`src/ips_pkg.sv`:
```
// package: constants and types for the image pointer selector
package ips_pkg;

    // ****************************************************************
    // flash map of the pointer blocks and images
    // ****************************************************************
    localparam logic [31:0] PB_COPY0_BASE = 32'h002e4000;
    localparam logic [31:0] PB_COPY1_BASE = 32'h002ec000;
    localparam logic [31:0] FACTORY_IMAGE_ADDR = 32'h00110000;
    localparam logic [31:0] ENTRY_FIRST_OFFSET = 32'h00000020;
    localparam logic [31:0] ENTRY_STRIDE = 32'h00000008;

    // ****************************************************************
    // entry table shape and special entry values
    // ****************************************************************
    localparam int ENTRY_COUNT = 4;
    localparam int IDX_W = 2;
    localparam logic [IDX_W-1:0] IDX_FIRST = 2'h0;
    localparam logic [IDX_W-1:0] IDX_LAST = 2'h3;
    localparam logic [31:0] ENTRY_REMOVED = 32'h00000000;
    localparam logic [31:0] ENTRY_BLANK = 32'hffffffff;

    // ****************************************************************
    // reset values
    // ****************************************************************
    localparam logic BOOT_PENDING_RESET = 1'b1;
    localparam logic [31:0] ADDR_RESET = 32'h00000000;

    typedef enum logic [2:0]
    {
        ST_IDLE = 3'b000,
        ST_RD0 = 3'b001,
        ST_RD1 = 3'b010,
        ST_SCAN_RD = 3'b011,
        ST_SCAN_CHK = 3'b100
    } ips_state_e;

    // flash byte address of one pointer entry
    function automatic logic [31:0] ips_entry_addr(input logic [31:0] base,
                                                    input logic [IDX_W-1:0] idx);
        ips_entry_addr = base + ENTRY_FIRST_OFFSET + ENTRY_STRIDE * {30'h0, idx};
    endfunction

    // entry that points at a bootable image
    function automatic logic ips_entry_live(input logic [31:0] value);
        ips_entry_live = (value != ENTRY_REMOVED) && (value != ENTRY_BLANK);
    endfunction

endpackage

```
`src/ips_mem_if.sv`:
```
// interface: entry table port between the loader and its memory
interface ips_mem_if;
    import ips_pkg::*;
    logic we;
    logic [IDX_W-1:0] waddr;
    logic [31:0] wdata;
    logic [IDX_W-1:0] raddr;
    logic [31:0] rdata;

    modport ctl (output we, output waddr, output wdata, output raddr, input rdata);
    modport mem (input we, input waddr, input wdata, input raddr, output rdata);
endinterface

```
`src/ips_entry_mem.sv`:
```
// small entry table with registered read data
module ips_entry_mem
    import ips_pkg::*;
(
    input wire logic mclk,
    ips_mem_if.mem port
);

    logic [31:0] mem_reg [ENTRY_COUNT];

    // write port, no reset: contents are always refilled before use
    always_ff @(posedge mclk)
    begin
        if (port.we)
        begin
            mem_reg[port.waddr] <= port.wdata;
        end
    end

    // read data come out of a register, one cycle after the address
    always_ff @(posedge mclk)
    begin
        port.rdata <= mem_reg[port.raddr];
    end

endmodule

```
`src/ips_loader.sv`:
```
// top: picks the application image to boot from the pointer entries
// Operation
// - the loader scans pointer entries from the last back to the first.
// - entries sit at 0x20 plus eight per entry and a higher offset wins.
// - an all-zero entry is removed and is skipped for the next lower one.
// - a reconfiguration request or power cycle boots the top-priority image.
// - after booting, the status shows the start address of the running image.
// - an older image stays in the list as a fallback below a newer one.
module ips_loader
    import ips_pkg::*;
(
    input wire logic mclk,
    input wire logic rstn,
    input wire logic reconfig_request_n,
    output logic flash_rd_req,
    output logic [31:0] flash_rd_addr,
    input wire logic flash_rd_valid,
    input wire logic [31:0] flash_rd_data,
    input wire logic flash_rd_err,
    output logic boot_start,
    output logic [31:0] boot_addr,
    output logic [31:0] current_image_addr,
    output logic factory_boot,
    output logic used_copy1,
    output logic loader_busy
);
    import ips_pkg::*;

    ips_state_e state_reg;
    logic [IDX_W-1:0] idx_reg;
    logic req_n_prev_reg;
    logic pending_reg;
    logic copy0_bad_reg;
    logic copy1_bad_reg;
    logic mismatch_reg;
    logic flash_req_reg;
    logic [31:0] flash_addr_reg;
    logic boot_start_reg;
    logic [31:0] boot_addr_reg;
    logic [31:0] current_reg;
    logic factory_reg;
    logic busy_reg;
    logic req_event;
    logic flash_done;
    logic entry_ok;
    logic copy1_take;

    ips_mem_if mem_bus ();

    ips_entry_mem u_mem
    (
        .mclk (mclk),
        .port (mem_bus.mem)
    );

    // ****************************************************************
    // trigger and flash answer decode
    // ****************************************************************
    assign req_event = req_n_prev_reg & ~reconfig_request_n;
    assign flash_done = flash_req_reg & flash_rd_valid;
    // both copies unreadable leaves nothing trustworthy to scan
    assign entry_ok = ips_entry_live(mem_bus.rdata) & ~(copy0_bad_reg & copy1_bad_reg);
    assign copy1_take = flash_done & ~flash_rd_err
                        & (copy0_bad_reg | mismatch_reg | (flash_rd_data != mem_bus.rdata));

    // ****************************************************************
    // entry table writes
    // ****************************************************************
    // copy1 words replace copy0 only when copy0 cannot be trusted
    assign mem_bus.raddr = idx_reg;
    assign mem_bus.waddr = idx_reg;
    assign mem_bus.wdata = flash_rd_data;
    assign mem_bus.we = (state_reg == ST_RD0) ? (flash_done & ~flash_rd_err)
                      : (state_reg == ST_RD1) ? copy1_take : 1'b0;

    // edge detector on the request pin, pin taken as synchronous
    always_ff @(posedge mclk or negedge rstn)
    begin
        if (!rstn)
        begin
            req_n_prev_reg <= 1'b1;
        end
        else
        begin
            req_n_prev_reg <= reconfig_request_n;
        end
    end

    // pending boot; set at power-on and on a request, set beats clear
    always_ff @(posedge mclk or negedge rstn)
    begin
        if (!rstn)
        begin
            pending_reg <= BOOT_PENDING_RESET;
        end
        else if (req_event)
        begin
            pending_reg <= 1'b1;
        end
        else if (state_reg == ST_IDLE)
        begin
            pending_reg <= 1'b0;
        end
    end

    // copy health flags, cleared at the start of each load
    always_ff @(posedge mclk or negedge rstn)
    begin
        if (!rstn)
        begin
            copy0_bad_reg <= 1'b0;
            copy1_bad_reg <= 1'b0;
            mismatch_reg <= 1'b0;
        end
        else if (state_reg == ST_IDLE && pending_reg)
        begin
            copy0_bad_reg <= 1'b0;
            copy1_bad_reg <= 1'b0;
            mismatch_reg <= 1'b0;
        end
        else if (state_reg == ST_RD0 && flash_done && flash_rd_err)
        begin
            copy0_bad_reg <= 1'b1;
        end
        else if (state_reg == ST_RD1 && flash_done)
        begin
            if (flash_rd_err)
            begin
                copy1_bad_reg <= 1'b1;
            end
            else if (flash_rd_data != mem_bus.rdata)
            begin
                mismatch_reg <= 1'b1;
            end
        end
    end

    // ****************************************************************
    // sequencer: read copy0, read copy1, scan, boot
    // ****************************************************************
    always_ff @(posedge mclk or negedge rstn)
    begin
        if (!rstn)
        begin
            state_reg <= ST_IDLE;
            idx_reg <= IDX_FIRST;
            flash_req_reg <= 1'b0;
            flash_addr_reg <= ADDR_RESET;
        end
        else
        begin
            case (state_reg)
                ST_IDLE:
                begin
                    if (pending_reg)
                    begin
                        state_reg <= ST_RD0;
                        idx_reg <= IDX_FIRST;
                        flash_req_reg <= 1'b1;
                        flash_addr_reg <= ips_entry_addr(PB_COPY0_BASE, IDX_FIRST);
                    end
                end
                ST_RD0:
                begin
                    if (flash_done)
                    begin
                        if (idx_reg == IDX_LAST)
                        begin
                            state_reg <= ST_RD1;
                            idx_reg <= IDX_FIRST;
                            flash_addr_reg <= ips_entry_addr(PB_COPY1_BASE, IDX_FIRST);
                        end
                        else
                        begin
                            idx_reg <= idx_reg + 2'h1;
                            flash_addr_reg <= ips_entry_addr(PB_COPY0_BASE, idx_reg + 2'h1);
                        end
                    end
                end
                ST_RD1:
                begin
                    if (flash_done)
                    begin
                        if (idx_reg == IDX_LAST)
                        begin
                            // scan starts at the last entry
                            state_reg <= ST_SCAN_RD;
                            flash_req_reg <= 1'b0;
                        end
                        else
                        begin
                            idx_reg <= idx_reg + 2'h1;
                            flash_addr_reg <= ips_entry_addr(PB_COPY1_BASE, idx_reg + 2'h1);
                        end
                    end
                end
                ST_SCAN_RD:
                begin
                    // table read data are ready one cycle later
                    state_reg <= ST_SCAN_CHK;
                end
                ST_SCAN_CHK:
                begin
                    if (entry_ok || idx_reg == IDX_FIRST)
                    begin
                        state_reg <= ST_IDLE;
                    end
                    else
                    begin
                        idx_reg <= idx_reg - 2'h1;
                        state_reg <= ST_SCAN_RD;
                    end
                end
                default:
                begin
                    state_reg <= ST_IDLE;
                end
            endcase
        end
    end

    // ****************************************************************
    // boot outputs and status
    // ****************************************************************
    always_ff @(posedge mclk or negedge rstn)
    begin
        if (!rstn)
        begin
            boot_start_reg <= 1'b0;
            boot_addr_reg <= ADDR_RESET;
            current_reg <= ADDR_RESET;
            factory_reg <= 1'b0;
        end
        else if (state_reg == ST_SCAN_CHK && entry_ok)
        begin
            boot_start_reg <= 1'b1;
            boot_addr_reg <= mem_bus.rdata;
            current_reg <= mem_bus.rdata;
            factory_reg <= 1'b0;
        end
        else if (state_reg == ST_SCAN_CHK && idx_reg == IDX_FIRST)
        begin
            boot_start_reg <= 1'b1;
            boot_addr_reg <= FACTORY_IMAGE_ADDR;
            current_reg <= FACTORY_IMAGE_ADDR;
            factory_reg <= 1'b1;
        end
        else
        begin
            boot_start_reg <= 1'b0;
        end
    end

    // busy and copy selection status
    always_ff @(posedge mclk or negedge rstn)
    begin
        if (!rstn)
        begin
            busy_reg <= 1'b0;
            used_copy1 <= 1'b0;
        end
        else
        begin
            busy_reg <= (state_reg != ST_IDLE) || pending_reg;
            used_copy1 <= (copy0_bad_reg | mismatch_reg) & ~copy1_bad_reg;
        end
    end

    assign flash_rd_req = flash_req_reg;
    assign flash_rd_addr = flash_addr_reg;
    assign boot_start = boot_start_reg;
    assign boot_addr = boot_addr_reg;
    assign current_image_addr = current_reg;
    assign factory_boot = factory_reg;
    assign loader_busy = busy_reg;
endmodule

```
`config.mk`:
```
export PLATFORM = sky130hd
export DESIGN_NAME = ips_loader
export DESIGN_NICKNAME = d
export VERILOG_FILES = /design/src/ips_pkg.sv /design/src/ips_mem_if.sv /design/src/ips_entry_mem.sv /design/src/ips_loader.sv
export SDC_FILE = /design/constraint.sdc
export NUM_CORES = 1
export LEC_CHECK = 0
export BUFFER_PORTS_ARGS = -buffer_cell sky130_fd_sc_hd__buf_2
export CAP_MARGIN = 25
export CORE_UTILIZATION = 56
export CTS_BUF_LIST = sky130_fd_sc_hd__clkbuf_16
export DETAILED_ROUTE_END_ITERATION = 10
export HOLD_SLACK_MARGIN = 0.08
export PLACE_DENSITY = 0.87
export SYNTH_ARGS = -nofsm -noshare
export SYNTH_HDL_FRONTEND = slang
export SYNTH_SLANG_ARGS = --single-unit
export TNS_END_PERCENT = 100
```
`constraint.sdc`:
```
create_clock -name mclk -period 3.05 [get_ports mclk]
set_clock_uncertainty 0.2 [all_clocks]
set_input_delay 0.915 -clock mclk [delete_from_list [all_inputs] [get_ports mclk]]
set_output_delay 0.915 -clock mclk [all_outputs]
set_load 0.005 [all_outputs]
```
* Yosys cells after proc, flatten, opt, wreduce, memory -nomap -nowiden
Memory sizes are Yosys's and may differ from the RTL's. A register that Yosys moved wholly into a read port is not among the register bits.
Cells that the tools add are included.
** Word-level totals
- Input bits :: 37
- Bits in registers :: 79
- Memories kept :: 1
- Output and inout port bits :: 101
- Memory bits (writable) :: 128
** Operators by class
- Reductions and logical operators :: 28
- Bitwise operators :: 13
- Mux-type cells :: 47
- $add $sub $neg :: 4
- Equality and inequality tests :: 16
** Memories
- u_mem.mem_reg :: words 4, bits a word 32, rd ports 1, clocked after Yosys merged registers in 1, wr ports 1, line ips_entry_mem.sv:9 : logic [31:0] mem_reg [ENTRY_COUNT];
** Operators with widths (count)
- 2-to-1 mux 32 bit :: 6
- case mux 32 bit (3 select lines) :: 1
- adder 22 x 5 -> 23 bit, first input constant :: 2
- != test 32 bit :: 1
- != test 32 bit, second input constant :: 1
- nonzero test 32 bit :: 1
- 2-to-1 mux 1 bit :: 24
- 2-to-1 mux 23 bit :: 1
- 2-to-1 mux 3 bit :: 5
- case mux 3 bit (5 select lines) :: 1
- 2-to-1 mux 2 bit :: 7
- nonzero test 2 bit :: 7
- != test 2 bit, second input constant :: 6
- AND reduction 5 bit :: 2
- case mux 2 bit (4 select lines) :: 1
- AND reduction 4 bit :: 2
- AND 1 bit :: 7
- logical AND 1 bit :: 7
- == test 3 x 2 -> 1 bit, second input constant :: 2
- != test 2 x 1 -> 1 bit, second input constant :: 3
- AND reduction 6 bit :: 1
- nonzero test 3 bit :: 2
- inverter 1 bit :: 4
- nonzero test 4 bit :: 1
- other kinds (11) :: 13

* Longest topological paths before layout
Gate-level depths: netlist (run 1).
- Depth after elaboration :: 7
- Depth in mapped cells :: 8

* By module
From an unflattened synthesis (run 1), not the netlist that was laid out.
** Second synthesis, totals
- Cells, all modules :: 566
- Area total of the unflattened synthesis :: 8509.4 sq um
** By module, submodules not included
- ips_entry_mem :: cells each 203, seq. area each 4484.3 sq um, area each 5330.1 sq um, instances 1
- ips_loader :: cells each 363, seq. area each 1278.7 sq um, area each 3179.3 sq um, instances 1

* Worst setup path before layout (run 1)
Ideal clock, no wire load.
- Path kind :: input-to-reg
- From :: input flash_rd_valid
- To :: memory u_mem.mem_reg[0][0], enable pin
- Slack :: 0.110 ns
- Cell stages on the path :: 5
- Data required time :: 2.458 ns
- Data arrival time :: 2.348 ns
- Buffers on the path :: 0
- Setup time :: 0.392 ns
- Cell sequence :: nand2_1 -> nor3_1 -> nand2b_1 -> a31oi_1 -> and2_1
** On the way
- Cells in the longest elaborated chain, start to end :: 7
** RTL lines
- from (decl) :: line ips_loader.sv:17 : input wire logic flash_rd_valid,
- AND 1 bit (*) :: line ips_loader.sv:60 : assign flash_done = flash_req_reg & flash_rd_valid;
- AND 1 bit (*) :: line ips_loader.sv:63, ips_loader.sv:73
- AND 1 bit :: line ips_loader.sv:64 : & (copy0_bad_reg | mismatch_reg | (flash_rd_data != mem_bus.rdata));
- 2-to-1 mux 1 bit :: line ips_loader.sv:74 : : (state_reg == ST_RD1) ? copy1_take : 1'b0;
- 2-to-1 mux 1 bit (*) :: line ips_loader.sv:73 : assign mem_bus.we = (state_reg == ST_RD0) ? (flash_done & ~flash_rd_err)
- 2-to-1 mux 1 bit (*) :: line ips_entry_mem.sv:14 : if (port.we)
- 2-to-1 mux 1 bit (implied by the code) (*) :: line ips_entry_mem.sv:16 : mem_reg[port.waddr] <= port.wdata;
- to (decl) :: line ips_entry_mem.sv:9
Mark *: on every way between the ends. The rest lies on a longest branch, timed or not.

* Worst setup path after layout (run 1)
- From :: register state_reg[0]
- To :: memory u_mem.mem_reg[0][2], enable pin
** On the way
- Cells in the longest elaborated chain, start to end :: 5
- Elaborated cells between the ends (all ways) :: 6
- Those cells by class :: eq/ne (2); mux (4)
** RTL lines
- from (decl) :: line ips_loader.sv:29 : ips_state_e state_reg;
- from (signal assigned) :: line ips_loader.sv:145 : state_reg <= ST_IDLE;
- from (signal assigned) :: line ips_loader.sv:157 : state_reg <= ST_RD0;
- from (signal assigned) :: line ips_loader.sv:169 : state_reg <= ST_RD1;
- == test 3 x 2 -> 1 bit :: line ips_loader.sv:74
- 2-to-1 mux 1 bit :: line ips_loader.sv:74
- 2-to-1 mux 1 bit (*) :: line ips_loader.sv:73
- 2-to-1 mux 1 bit (*) :: line ips_entry_mem.sv:14
- 2-to-1 mux 1 bit (implied by the code) (*) :: line ips_entry_mem.sv:16
Marked as above.

==> out/results.txt, run 1 <==
Core ar. -> 15100 um^2
TNS Setup -> 0 ns
Dominant synthesized flop cell -> edfxtp_1
Total global routing overflow -> 0
Vias per inst -> 5.90
WL final -> 18600 um
Worst Path Arrival -> 2.69 ns
Boundary pin count -> 138
Worst min path class -> input pin to asynchronous set/reset pin
Status -> finished, final reports clean
First drt pass iteration count -> 5
Area after DPL -> 9170 um^2
Top cells by area, synth -> edfxtp_1 44%, dfrtp_1 14%, mux4_2 8.3%
CTS tree -> built
Hold Buf Count CTS -> 0
Final std cells w/o fill -> 871
Antenna violations before repair -> 0
Die Ht -> 126 um
Max-capacitance violation count -> 0
Drt wl/cell -> 21.4 um
Crit end category -> register
Seq/Total Area, Yosys -> 66.5%
Clock transition at path regs -> 0.06 ns
Post-Place Cells -> 833
RSZ-0062 raised after global routing -> no
Syn Std Cell Area -> 8670 um^2
Worst-Skew Late Latency -> 0.50 ns
Post-synth top cells -> 128 x edfxtp_1, 61 x buf_4, 49 x dfrtp_1
Yosys top cell area share -> 44.3%
Port Buffers -> 114
Total Die Area -> 16000 um^2
Detail Route Antenna Nets -> 0
Number of flip-flops in the largest register -> 128
Critical path type -> register to register
Final nets -> 709
Min Clock Period, post-route -> 2.73 ns
Yosys top cell by area -> edfxtp_1
Yosys reg bits -> 211
Site Rows -> 45
Worst hold margin -> 0.146 ns
Max-slew headroom -> 46.5%
Initial Utilization -> 57.2%
Fmax -> 0.367 GHz
Post-CTS sizing -> 0
Largest net degree at the start of global routing -> 34
Worst endpoint required time -> 3.02 ns
Slew @ Worst Pin -> 0.792 ns
Root buffer cell -> clkbuf_16
Post-DP HPWL -> 12200 um
First-pass GRT wire length -> 28900 um
Leak pwr -> 3.83 nW
# Post-CTS Setup Buffers -> 0
# diodes -> 0
Final Setup Violations -> 0
CP Launch Type -> register
Number of synthesized flops with an enable pin -> 128
CP max FO -> 19
Die Wd -> 126 um
Area grow syn2layout -> 13.0%
Worst vdd ir -> 0.483 mV
Cts bufs inserted -> 21
Power Total -> 0.00931 W
Total Routing Usage GR -> 24.1%
Max clock buf depth -> 3
RePlAce Congestion -> 0.833
Clock Sinks -> 211
Avg Inst Size Synth -> 15.1 um^2
Syn Inst Count -> 575
Final Hold Fails -> 0
Post-route cell area -> 9800 um^2
DRC -> 0
1st-iter DRT viols -> 478
Period utilization -> 89.4%
Vias in the first global route -> 5005
Post-synth cell types -> 50
Htree depth -> 1
Vias -> 5135
Pwr dens -> 950 nW/um^2
Final Max Tran Viols -> 0
Share of cells above drive strength 1 -> 29.1%
Async set-reset flop share out of synthesis -> 24.2%
Most frequent cell after synthesis -> edfxtp_1
Warning count from the yosys run -> 0
layout make-up:
type | instances | area (um^2)
Sequential cell | 211 | 5760
Tap cell | 188 | 235
Inverter | 36 | 135
Timing Repair Buffer | 128 | 738
Clock buffer | 21 | 526
Fill cell | 985 | 5350
Multi-Input combinational cell | 270 | 2300
Clock inverter | 17 | 103
worst paths after layout:
path,start,endpoint,slack [ns],depth (start not counted)
setup / recovery,state_reg[0]$_DFFE_PN0P_,u_mem.mem_reg[0][2]$_DFFE_PP_,0.32,6
hold / removal,rstn,idx_reg[1]$_DFFE_PN0P_,0.15,1
setup reg to reg,state_reg[0]$_DFFE_PN0P_,u_mem.mem_reg[0][2]$_DFFE_PP_,0.32,6
hold reg to reg,req_n_prev_reg$_DFF_PN1_,pending_reg$_DFFE_PN1P_,0.28,2
max in group asynchronous,rstn,current_image_addr[6]$_DFFE_PN0P_,1.86,2
min in group mclk,req_n_prev_reg$_DFF_PN1_,pending_reg$_DFFE_PN1P_,0.28,2
report_power, final:
group / internal (W) / leakage, nW / switching (W)
clock: 0.00134 / 0.333 / 0.00103
combinational: 0.00125 / 1.46 / 0.00125
sequential: 0.00373 / 2.03 / 0.000715
metrics by stage:
step	setup WS, ns	utilization [%]
3_5_place_dp	0.0991	60.5
5_1_grt	0.161	64.7
3_3_place_gp	0.208	60.5
6_report	0.323	64.7
2_1_floorplan	0.110	-
4_1_cts	0.400	64.7
per-layer routing:
layer	track usage (%)	up-vias	wire, um
li1	-	2204	-
met1	33.5	2542	7340
met2	39.3	337	9140
met3	3.54	52	1610
met4	8.36	0	535
met5	0	-	0
worst max-delay path, cell delays in order (launching register included):
cell and delay, ns:
dfrtp_1 0.68, xnor2_1 0.16, nor3_1 0.26, nand2b_1 0.16
a31oi_1 0.39, and2_1 0.23, buf_4 0.30
placed cells by master (no fill, tap or decap), drive strengths merged, types with 3 or more instances in the layout:
| master | count |
|---|---|
| and2b | 3 |
| nand2b | 4 |
| mux2 | 3 |
| dfxtp | 32 |
| buf | 128 |
| mux4 | 32 |
| edfxtp | 128 |
| o31ai | 3 |
| nand4 | 18 |
| a31oi | 3 |
| mux2i | 32 |
| and2 | 6 |
| a21oi | 5 |
| nor4 | 13 |
| ha | 4 |
| o21ai | 7 |
| nand2 | 37 |
| clkbuf | 21 |
| clkinv | 7 |
| nor2 | 18 |
| xnor2 | 33 |
| dfrtp | 49 |
| nand3 | 3 |
| nor3 | 5 |
| conb | 23 |
| inv | 44 |
cell families after synthesis:
group | share of synthesized area (%)
fa+ha+maj | 0.577
compound gates | 2.40
flops | 66.5
mux | 12.4
buf+inv | 8.01
xor+xnor | 3.33
other cells | 0.0432
simple gates | 6.78
(Power assumes the default switching activity.)
==> inputs of run 2 (changes only) <==
==> constraint.sdc (replaced) <==
create_clock -name mclk -period 3.05 [get_ports mclk]
set_clock_uncertainty 0.2 [all_clocks]
set_input_delay 0.915 -clock mclk [delete_from_list [all_inputs] [get_ports mclk]]
set_output_delay 0.915 -clock mclk [all_outputs]
set_load 0.1 [all_outputs]
==> run 2 against run 1 <==
  * Critical path depth is 1 higher
  * Fmax is 4.0% lower
  * Utilization is 0.26 points lower
  * Worst hold slack better by 0.11 ns
  * Flip-flop and latch count stayed put
  * Final cell count is 0.34% lower
  * Wire length is 1.6% lower
==> out/results.txt, run 2 (synthesis results as in run 1) <==
Clock transition at path regs -> 0.06 ns (about the same)
Die Ht -> 126 um (unchanged)
Final WS setup -> 0.208 ns (was 0.323 ns)
CTS tree -> built (unchanged)
RSZ-0062 raised after global routing -> no (unchanged)
Critical path type -> input pin to register (was register to register)
Max clock buf depth -> 3 (unchanged)
Final Max Tran Viols -> 0 (unchanged)
Post-route cell area -> 9760 um^2 (was 9800 um^2)
Crit end category -> register (unchanged)
CP max FO -> 10 (was 19)
Post-DP HPWL -> 12000 um (was 12200 um)
Fmax -> 0.352 GHz (was 0.367 GHz)
DRC -> 0 (unchanged)
Commonest non-fill, non-tap cell in the layout -> edfxtp_1 (unchanged)
# diodes -> 0 (unchanged)
Min Clock Period, post-route -> 2.84 ns (was 2.73 ns)
Vias -> 4951 (was 5135)
Final nets -> 707 (was 709)
Status -> finished, final reports clean (unchanged)
Site Rows -> 45 (unchanged)
Root buffer cell -> clkbuf_16 (unchanged)
Period utilization -> 93.2% (was 89.4%)
Number of flip-flops in the largest register -> 128 (unchanged)
Antenna violations before repair -> 0 (unchanged)
Final Setup Violations -> 0 (unchanged)
Hold Buf Count CTS -> 0 (unchanged)
Area after DPL -> 9160 um^2 (was 9170 um^2)
Post-CTS sizing -> 0 (unchanged)
Crit-path cells -> buf_2 > xnor2_1 > nand4_1 > nor4_1 > a31oi_1 > and2_2 > buf_4 (was xnor2_1 > nor3_1 > nand2b_1 > a31oi_1 > and2_1 > buf_4)
Clock Sinks -> 211 (unchanged)
Htree depth -> 1 (unchanged)
Boundary pin count -> 138 (unchanged)
Detail Route Antenna Nets -> 0 (unchanged)
Largest net degree at the start of global routing -> 34 (unchanged)
Drt wl/cell -> 21.1 um (was 21.4 um)
Share of cells above drive strength 1 -> 29.4% (was 29.1%)
RePlAce Congestion -> 0.854 (was 0.833)
Worst slack at placement -> -0.252 ns (was 0.0991 ns)
Crit path from -> flash_rd_data[28] (was state_reg[0]$_DFFE_PN0P_)
Cts bufs inserted -> 21 (unchanged)
Crit path largest cell delay -> 0.54 ns (was 0.68 ns)
Vias per inst -> 5.70 (was 5.90)
Slew @ Worst Pin -> 0.812 ns (was 0.792 ns)
Reg-to-Reg Start -> u_mem.port.rdata[28]$_DFF_P_ (was state_reg[0]$_DFFE_PN0P_)
Total Routing Usage GR -> 23.7% (was 24.1%)
Die Wd -> 126 um (unchanged)
Fin util -> 64.4% (was 64.7%)
Slowest CP cell -> nor4_1 (was dfrtp_1)
Worst Path Arrival -> 2.88 ns (was 2.69 ns)
1st-iter DRT viols -> 482 (was 478)
Total global routing overflow -> 0 (unchanged)
Core ar. -> 15100 um^2 (unchanged)
Total Die Area -> 16000 um^2 (unchanged)
Commonest non-fill, non-tap cells in the layout -> 128 x edfxtp_1, 114 x buf_2, 48 x dfrtp_1 (unchanged)
Area grow syn2layout -> 12.5% (was 13.0%)
WL final -> 18300 um (was 18600 um)
First drt pass iteration count -> 5 (unchanged)
Final Hold Fails -> 0 (unchanged)
Initial Utilization -> 57.2% (unchanged)
# Post-CTS Setup Buffers -> 0 (unchanged)
CP Launch Type -> input pin (was register)
Vias in the first global route -> 4915 (was 5005)
Port Buffers -> 114 (unchanged)
Worst min path class -> input pin to asynchronous set/reset pin (unchanged)
First-pass GRT wire length -> 28300 um (was 28900 um)
Worst-Skew Late Latency -> 0.51 ns (was 0.50 ns)
Max-slew headroom -> 45.1% (was 46.5%)
Max-capacitance violation count -> 0 (unchanged)
Worst endpoint required time -> 3.09 ns (was 3.02 ns)
-- run 2: changes by cell type in the layout (fill, tap and decap cells not counted), sizes merged --
cell      before  now
clkinv         7   11
inv           44   41
buf          128  126
bufinv         1    0
clkinvlp       1    0
-- run 2: area by class of cell --
cell class                      count  area [um^2]
Clock buffer                       21          526
Clock inverter                     16         73.8
Tap cell                          188          235
Sequential cell                   211         5760
Timing Repair Buffer              126          723
Multi-Input combinational cell    270         2300
Fill cell                        1014         5390
Inverter                           36          135
-- run 2: worst paths after layout --
check | to | slack [ns] | depth (start not counted)
setup reg to reg | u_mem.mem_reg[1][25]$_DFFE_PP_ | 0.38 | 6
setup / recovery | u_mem.mem_reg[1][25]$_DFFE_PP_ | 0.21 | 7
hold / removal | current_image_addr[23]$_DFFE_PN0P_ | 0.25 | 1
max in group asynchronous | current_image_addr[21]$_DFFE_PN0P_ | 1.66 | 2
min in group mclk | used_copy1$_DFF_PN0_ | 0.28 | 1
hold reg to reg | used_copy1$_DFF_PN0_ | 0.28 | 1
-- run 2: layer usage --
metal	wire length [um]	global-route usage, %
met4	761	12.1
met5	0	0
met1	7180	30.5
met2	8900	38.5
met3	1480	5.06
-- run 2: critical path: cells and delay by family --
| family | cells | cell delay, ns |
|---|---|---|
| XOR/XNOR | 1 | 0.34 |
| buffers and inverters | 2 | 0.33 |
| AO/OA/AOI/OAI | 1 | 0.27 |
| AND/OR/NAND/NOR | 3 | 1.02 |
-- run 2: stage by stage --
| step | TNS, ns | hold WS (ns) | instances |
|---|---|---|---|
| 2_1_floorplan | 0 | 0.225 | 597 |
| 3_3_place_gp | -7.71 | 0.260 | 831 |
| 3_5_place_dp | -31.12 | 0.267 | 831 |
| 4_1_cts | 0 | 0.261 | 868 |
| 5_1_grt | 0 | 0.291 | 868 |
| 6_report | 0 | 0.253 | 868 |
Power of run 2 is not shown: default switching activity piles up to over one toggle a cycle in this logic, so the estimate is an artifact.
==> inputs of run 3 (changes only) <==
--- a/config.mk
+++ b/config.mk
@@ -11,7 +11,7 @@
 export CTS_BUF_LIST = sky130_fd_sc_hd__clkbuf_16
 export DETAILED_ROUTE_END_ITERATION = 10
 export HOLD_SLACK_MARGIN = 0.08
-export PLACE_DENSITY = 0.87
+export PLACE_DENSITY = 0.84
 export SYNTH_ARGS = -nofsm -noshare
 export SYNTH_HDL_FRONTEND = slang
 export SYNTH_SLANG_ARGS = --single-unit
==> run 3 against run 2 <==
  * Design area rose by 1.5%
  * Final cell count rose by 0.81%
  * Via count rose by 1.0%
  * Global-route usage fell by 0.36 points
  * Setup slack improved by 0.21 ns
==> out/results.txt, run 3 (synthesis results as in run 1) <==
Status -> finished, final reports clean (unchanged)
Post-DP HPWL -> 12300 um (was 12000 um)
RSZ-0062 raised after global routing -> no (unchanged)
Core ar. -> 15100 um^2 (unchanged)
# diodes -> 0 (unchanged)
Met3 WL -> 1490 um (was 1480 um)
Clock Sinks -> 211 (unchanged)
Commonest non-fill, non-tap cell in the layout -> edfxtp_1 (unchanged)
Area after DPL -> 9230 um^2 (was 9160 um^2)
Site Rows -> 45 (unchanged)
Worst min path class -> register to register (was input pin to asynchronous set/reset pin)
1st-iter DRT viols -> 575 (was 482)
First drt pass iteration count -> 6 (was 5)
Fin util -> 65.4% (was 64.4%)
Vias per inst -> 5.72 (was 5.70)
Highest Signal Layer -> met4 (unchanged)
Fmax -> 0.380 GHz (was 0.352 GHz)
Htree depth -> 1 (unchanged)
Post-CTS sizing -> 0 (unchanged)
Metal-1 WL -> 7300 um (was 7180 um)
Final WS setup -> 0.422 ns (was 0.208 ns)
Crit end category -> register (unchanged)
Total Die Area -> 16000 um^2 (unchanged)
Vias -> 5002 (was 4951)
Root buffer cell -> clkbuf_16 (unchanged)
Met2 routed WL -> 8680 um (was 8900 um)
Vias in the first global route -> 4960 (was 4915)
Antenna violations before repair -> 0 (unchanged)
Total global routing overflow -> 0 (unchanged)
Area grow syn2layout -> 14.2% (was 12.5%)
Max-slew headroom -> 45.1% (about the same)
Worst Path Arrival -> 2.68 ns (was 2.88 ns)
Final Setup Violations -> 0 (unchanged)
Crit path to -> u_mem.mem_reg[1][5]$_DFFE_PP_ (was u_mem.mem_reg[1][25]$_DFFE_PP_)
Boundary pin count -> 138 (unchanged)
FF-to-FF setup slack -> 0.51 ns (was 0.38 ns)
Post-route cell area -> 9900 um^2 (was 9760 um^2)
Critical path type -> input pin to register (unchanged)
Reg-to-Reg Start -> state_reg[0]$_DFFE_PN0P_ (was u_mem.port.rdata[28]$_DFF_P_)
CP Launch Type -> input pin (unchanged)
Number of flip-flops in the largest register -> 128 (unchanged)
Hold Buf Count CTS -> 0 (unchanged)
CTS tree -> built (unchanged)
Detail Route Antenna Nets -> 0 (unchanged)
Final nets -> 712 (was 707)
Drt wl/cell -> 20.5 um (was 21.1 um)
Min Clock Period, post-route -> 2.63 ns (was 2.84 ns)
Storage cell area -> 5760 um^2 (unchanged)
RR Endpoint -> u_mem.mem_reg[1][5]$_DFFE_PP_ (was u_mem.mem_reg[1][25]$_DFFE_PP_)
Max clock buf depth -> 3 (unchanged)
CP max FO -> 21 (was 10)
Worst hold margin -> 0.269 ns (was 0.253 ns)
Share of cells above drive strength 1 -> 30.3% (was 29.4%)
Worst slack at placement -> -0.0142 ns (was -0.252 ns)
Worst reg2reg path depth -> 6 (unchanged)
Slew @ Worst Pin -> 0.812 ns (about the same)
Period utilization -> 86.2% (was 93.2%)
Worst endpoint required time -> 3.10 ns (was 3.09 ns)
Port Buffers -> 114 (unchanged)
Total Routing Usage GR -> 23.4% (was 23.7%)
Filler cell count -> 1015 (was 1014)
RePlAce Congestion -> 0.829 (was 0.854)
Crit path from -> flash_rd_data[24] (was flash_rd_data[28])
Final Max Tran Viols -> 0 (unchanged)
Worst-Skew Late Latency -> 0.50 ns (was 0.51 ns)
WL final -> 18000 um (was 18300 um)
Largest net degree at the start of global routing -> 35 (was 34)
Cts bufs inserted -> 22 (was 21)
Commonest non-fill, non-tap cells in the layout -> 128 x edfxtp_1, 114 x buf_2, 48 x dfrtp_1 (unchanged)
Max-capacitance violation count -> 0 (unchanged)
Die Ht -> 126 um (unchanged)
Multi-input logic area -> 2300 um^2 (unchanged)
Die Wd -> 126 um (unchanged)
DRC -> 0 (unchanged)
# Post-CTS Setup Buffers -> 0 (unchanged)
Final Hold Fails -> 0 (unchanged)
Initial Utilization -> 57.2% (unchanged)
Clock transition at path regs -> 0.06 ns (about the same)
First-pass GRT wire length -> 28000 um (was 28300 um)
## run 3: cell types whose count changed in the layout (fill, tap and decap cells not counted)
| cell | delta |
|---|---|
| clkinv_2 | +2 |
| clkinv_1 | -4 |
| inv_1 | +3 |
| inv_6 | -1 |
| buf_4 | +1 |
| clkbuf_16 | +2 |
| bufinv_16 | +1 |
| clkinv_4 | -1 |
| clkinvlp_4 | +1 |
| buf_12 | +3 |
## run 3: worst min path at each step
stage,start,endpoint,slack (ns),depth (start not counted)
after CTS,copy1_bad_reg$_DFFE_PN0P_,used_copy1$_DFF_PN0_,0.27,1
final,copy1_bad_reg$_DFFE_PN0P_,used_copy1$_DFF_PN0_,0.27,1
after floorplan,copy1_bad_reg$_DFFE_PN0P_,used_copy1$_DFF_PN0_,0.22,1
after global placement,copy1_bad_reg$_DFFE_PN0P_,used_copy1$_DFF_PN0_,0.25,1
after detailed placement,req_n_prev_reg$_DFF_PN1_,pending_reg$_DFFE_PN1P_,0.26,2
after global routing,copy1_bad_reg$_DFFE_PN0P_,used_copy1$_DFF_PN0_,0.30,1
## run 3: layout make-up
class / count / area share [%]
multi-input combinational: 270 / 23.2
timing repair buffer: 130 / 7.99
tap: 188 / 2.38
inverter: 36 / 1.36
clock buffer: 23 / 5.81
clock inverter: 17 / 1.01
sequential: 211 / 58.2
## run 3: critical path, stage by stage
cell     delay [ns]
buf_2          0.14
xnor2_1        0.29
nand4_1        0.13
nor4_1         0.51
a31oi_1        0.22
and2_2         0.29
buf_12         0.18
## run 3: routing by layer
| layer | GRT usage (%) | up-vias |
|---|---|---|
| met4 | 9.36 | 0 |
| met3 | 4.13 | 40 |
| met2 | 37.4 | 272 |
| met5 | 0 | - |
| met1 | 32.3 | 2486 |
| li1 | - | 2204 |
## run 3: per-stage QoR
| step | instances | TNS [ns] |
|---|---|---|
| after floorplan | 597 | 0 |
| after global placement | 835 | 0 |
| after detailed placement | 835 | -0.429 |
| after CTS | 875 | 0 |
| after global routing | 875 | 0 |
| final | 875 | 0 |
Power of run 3 is left out for the same reason.
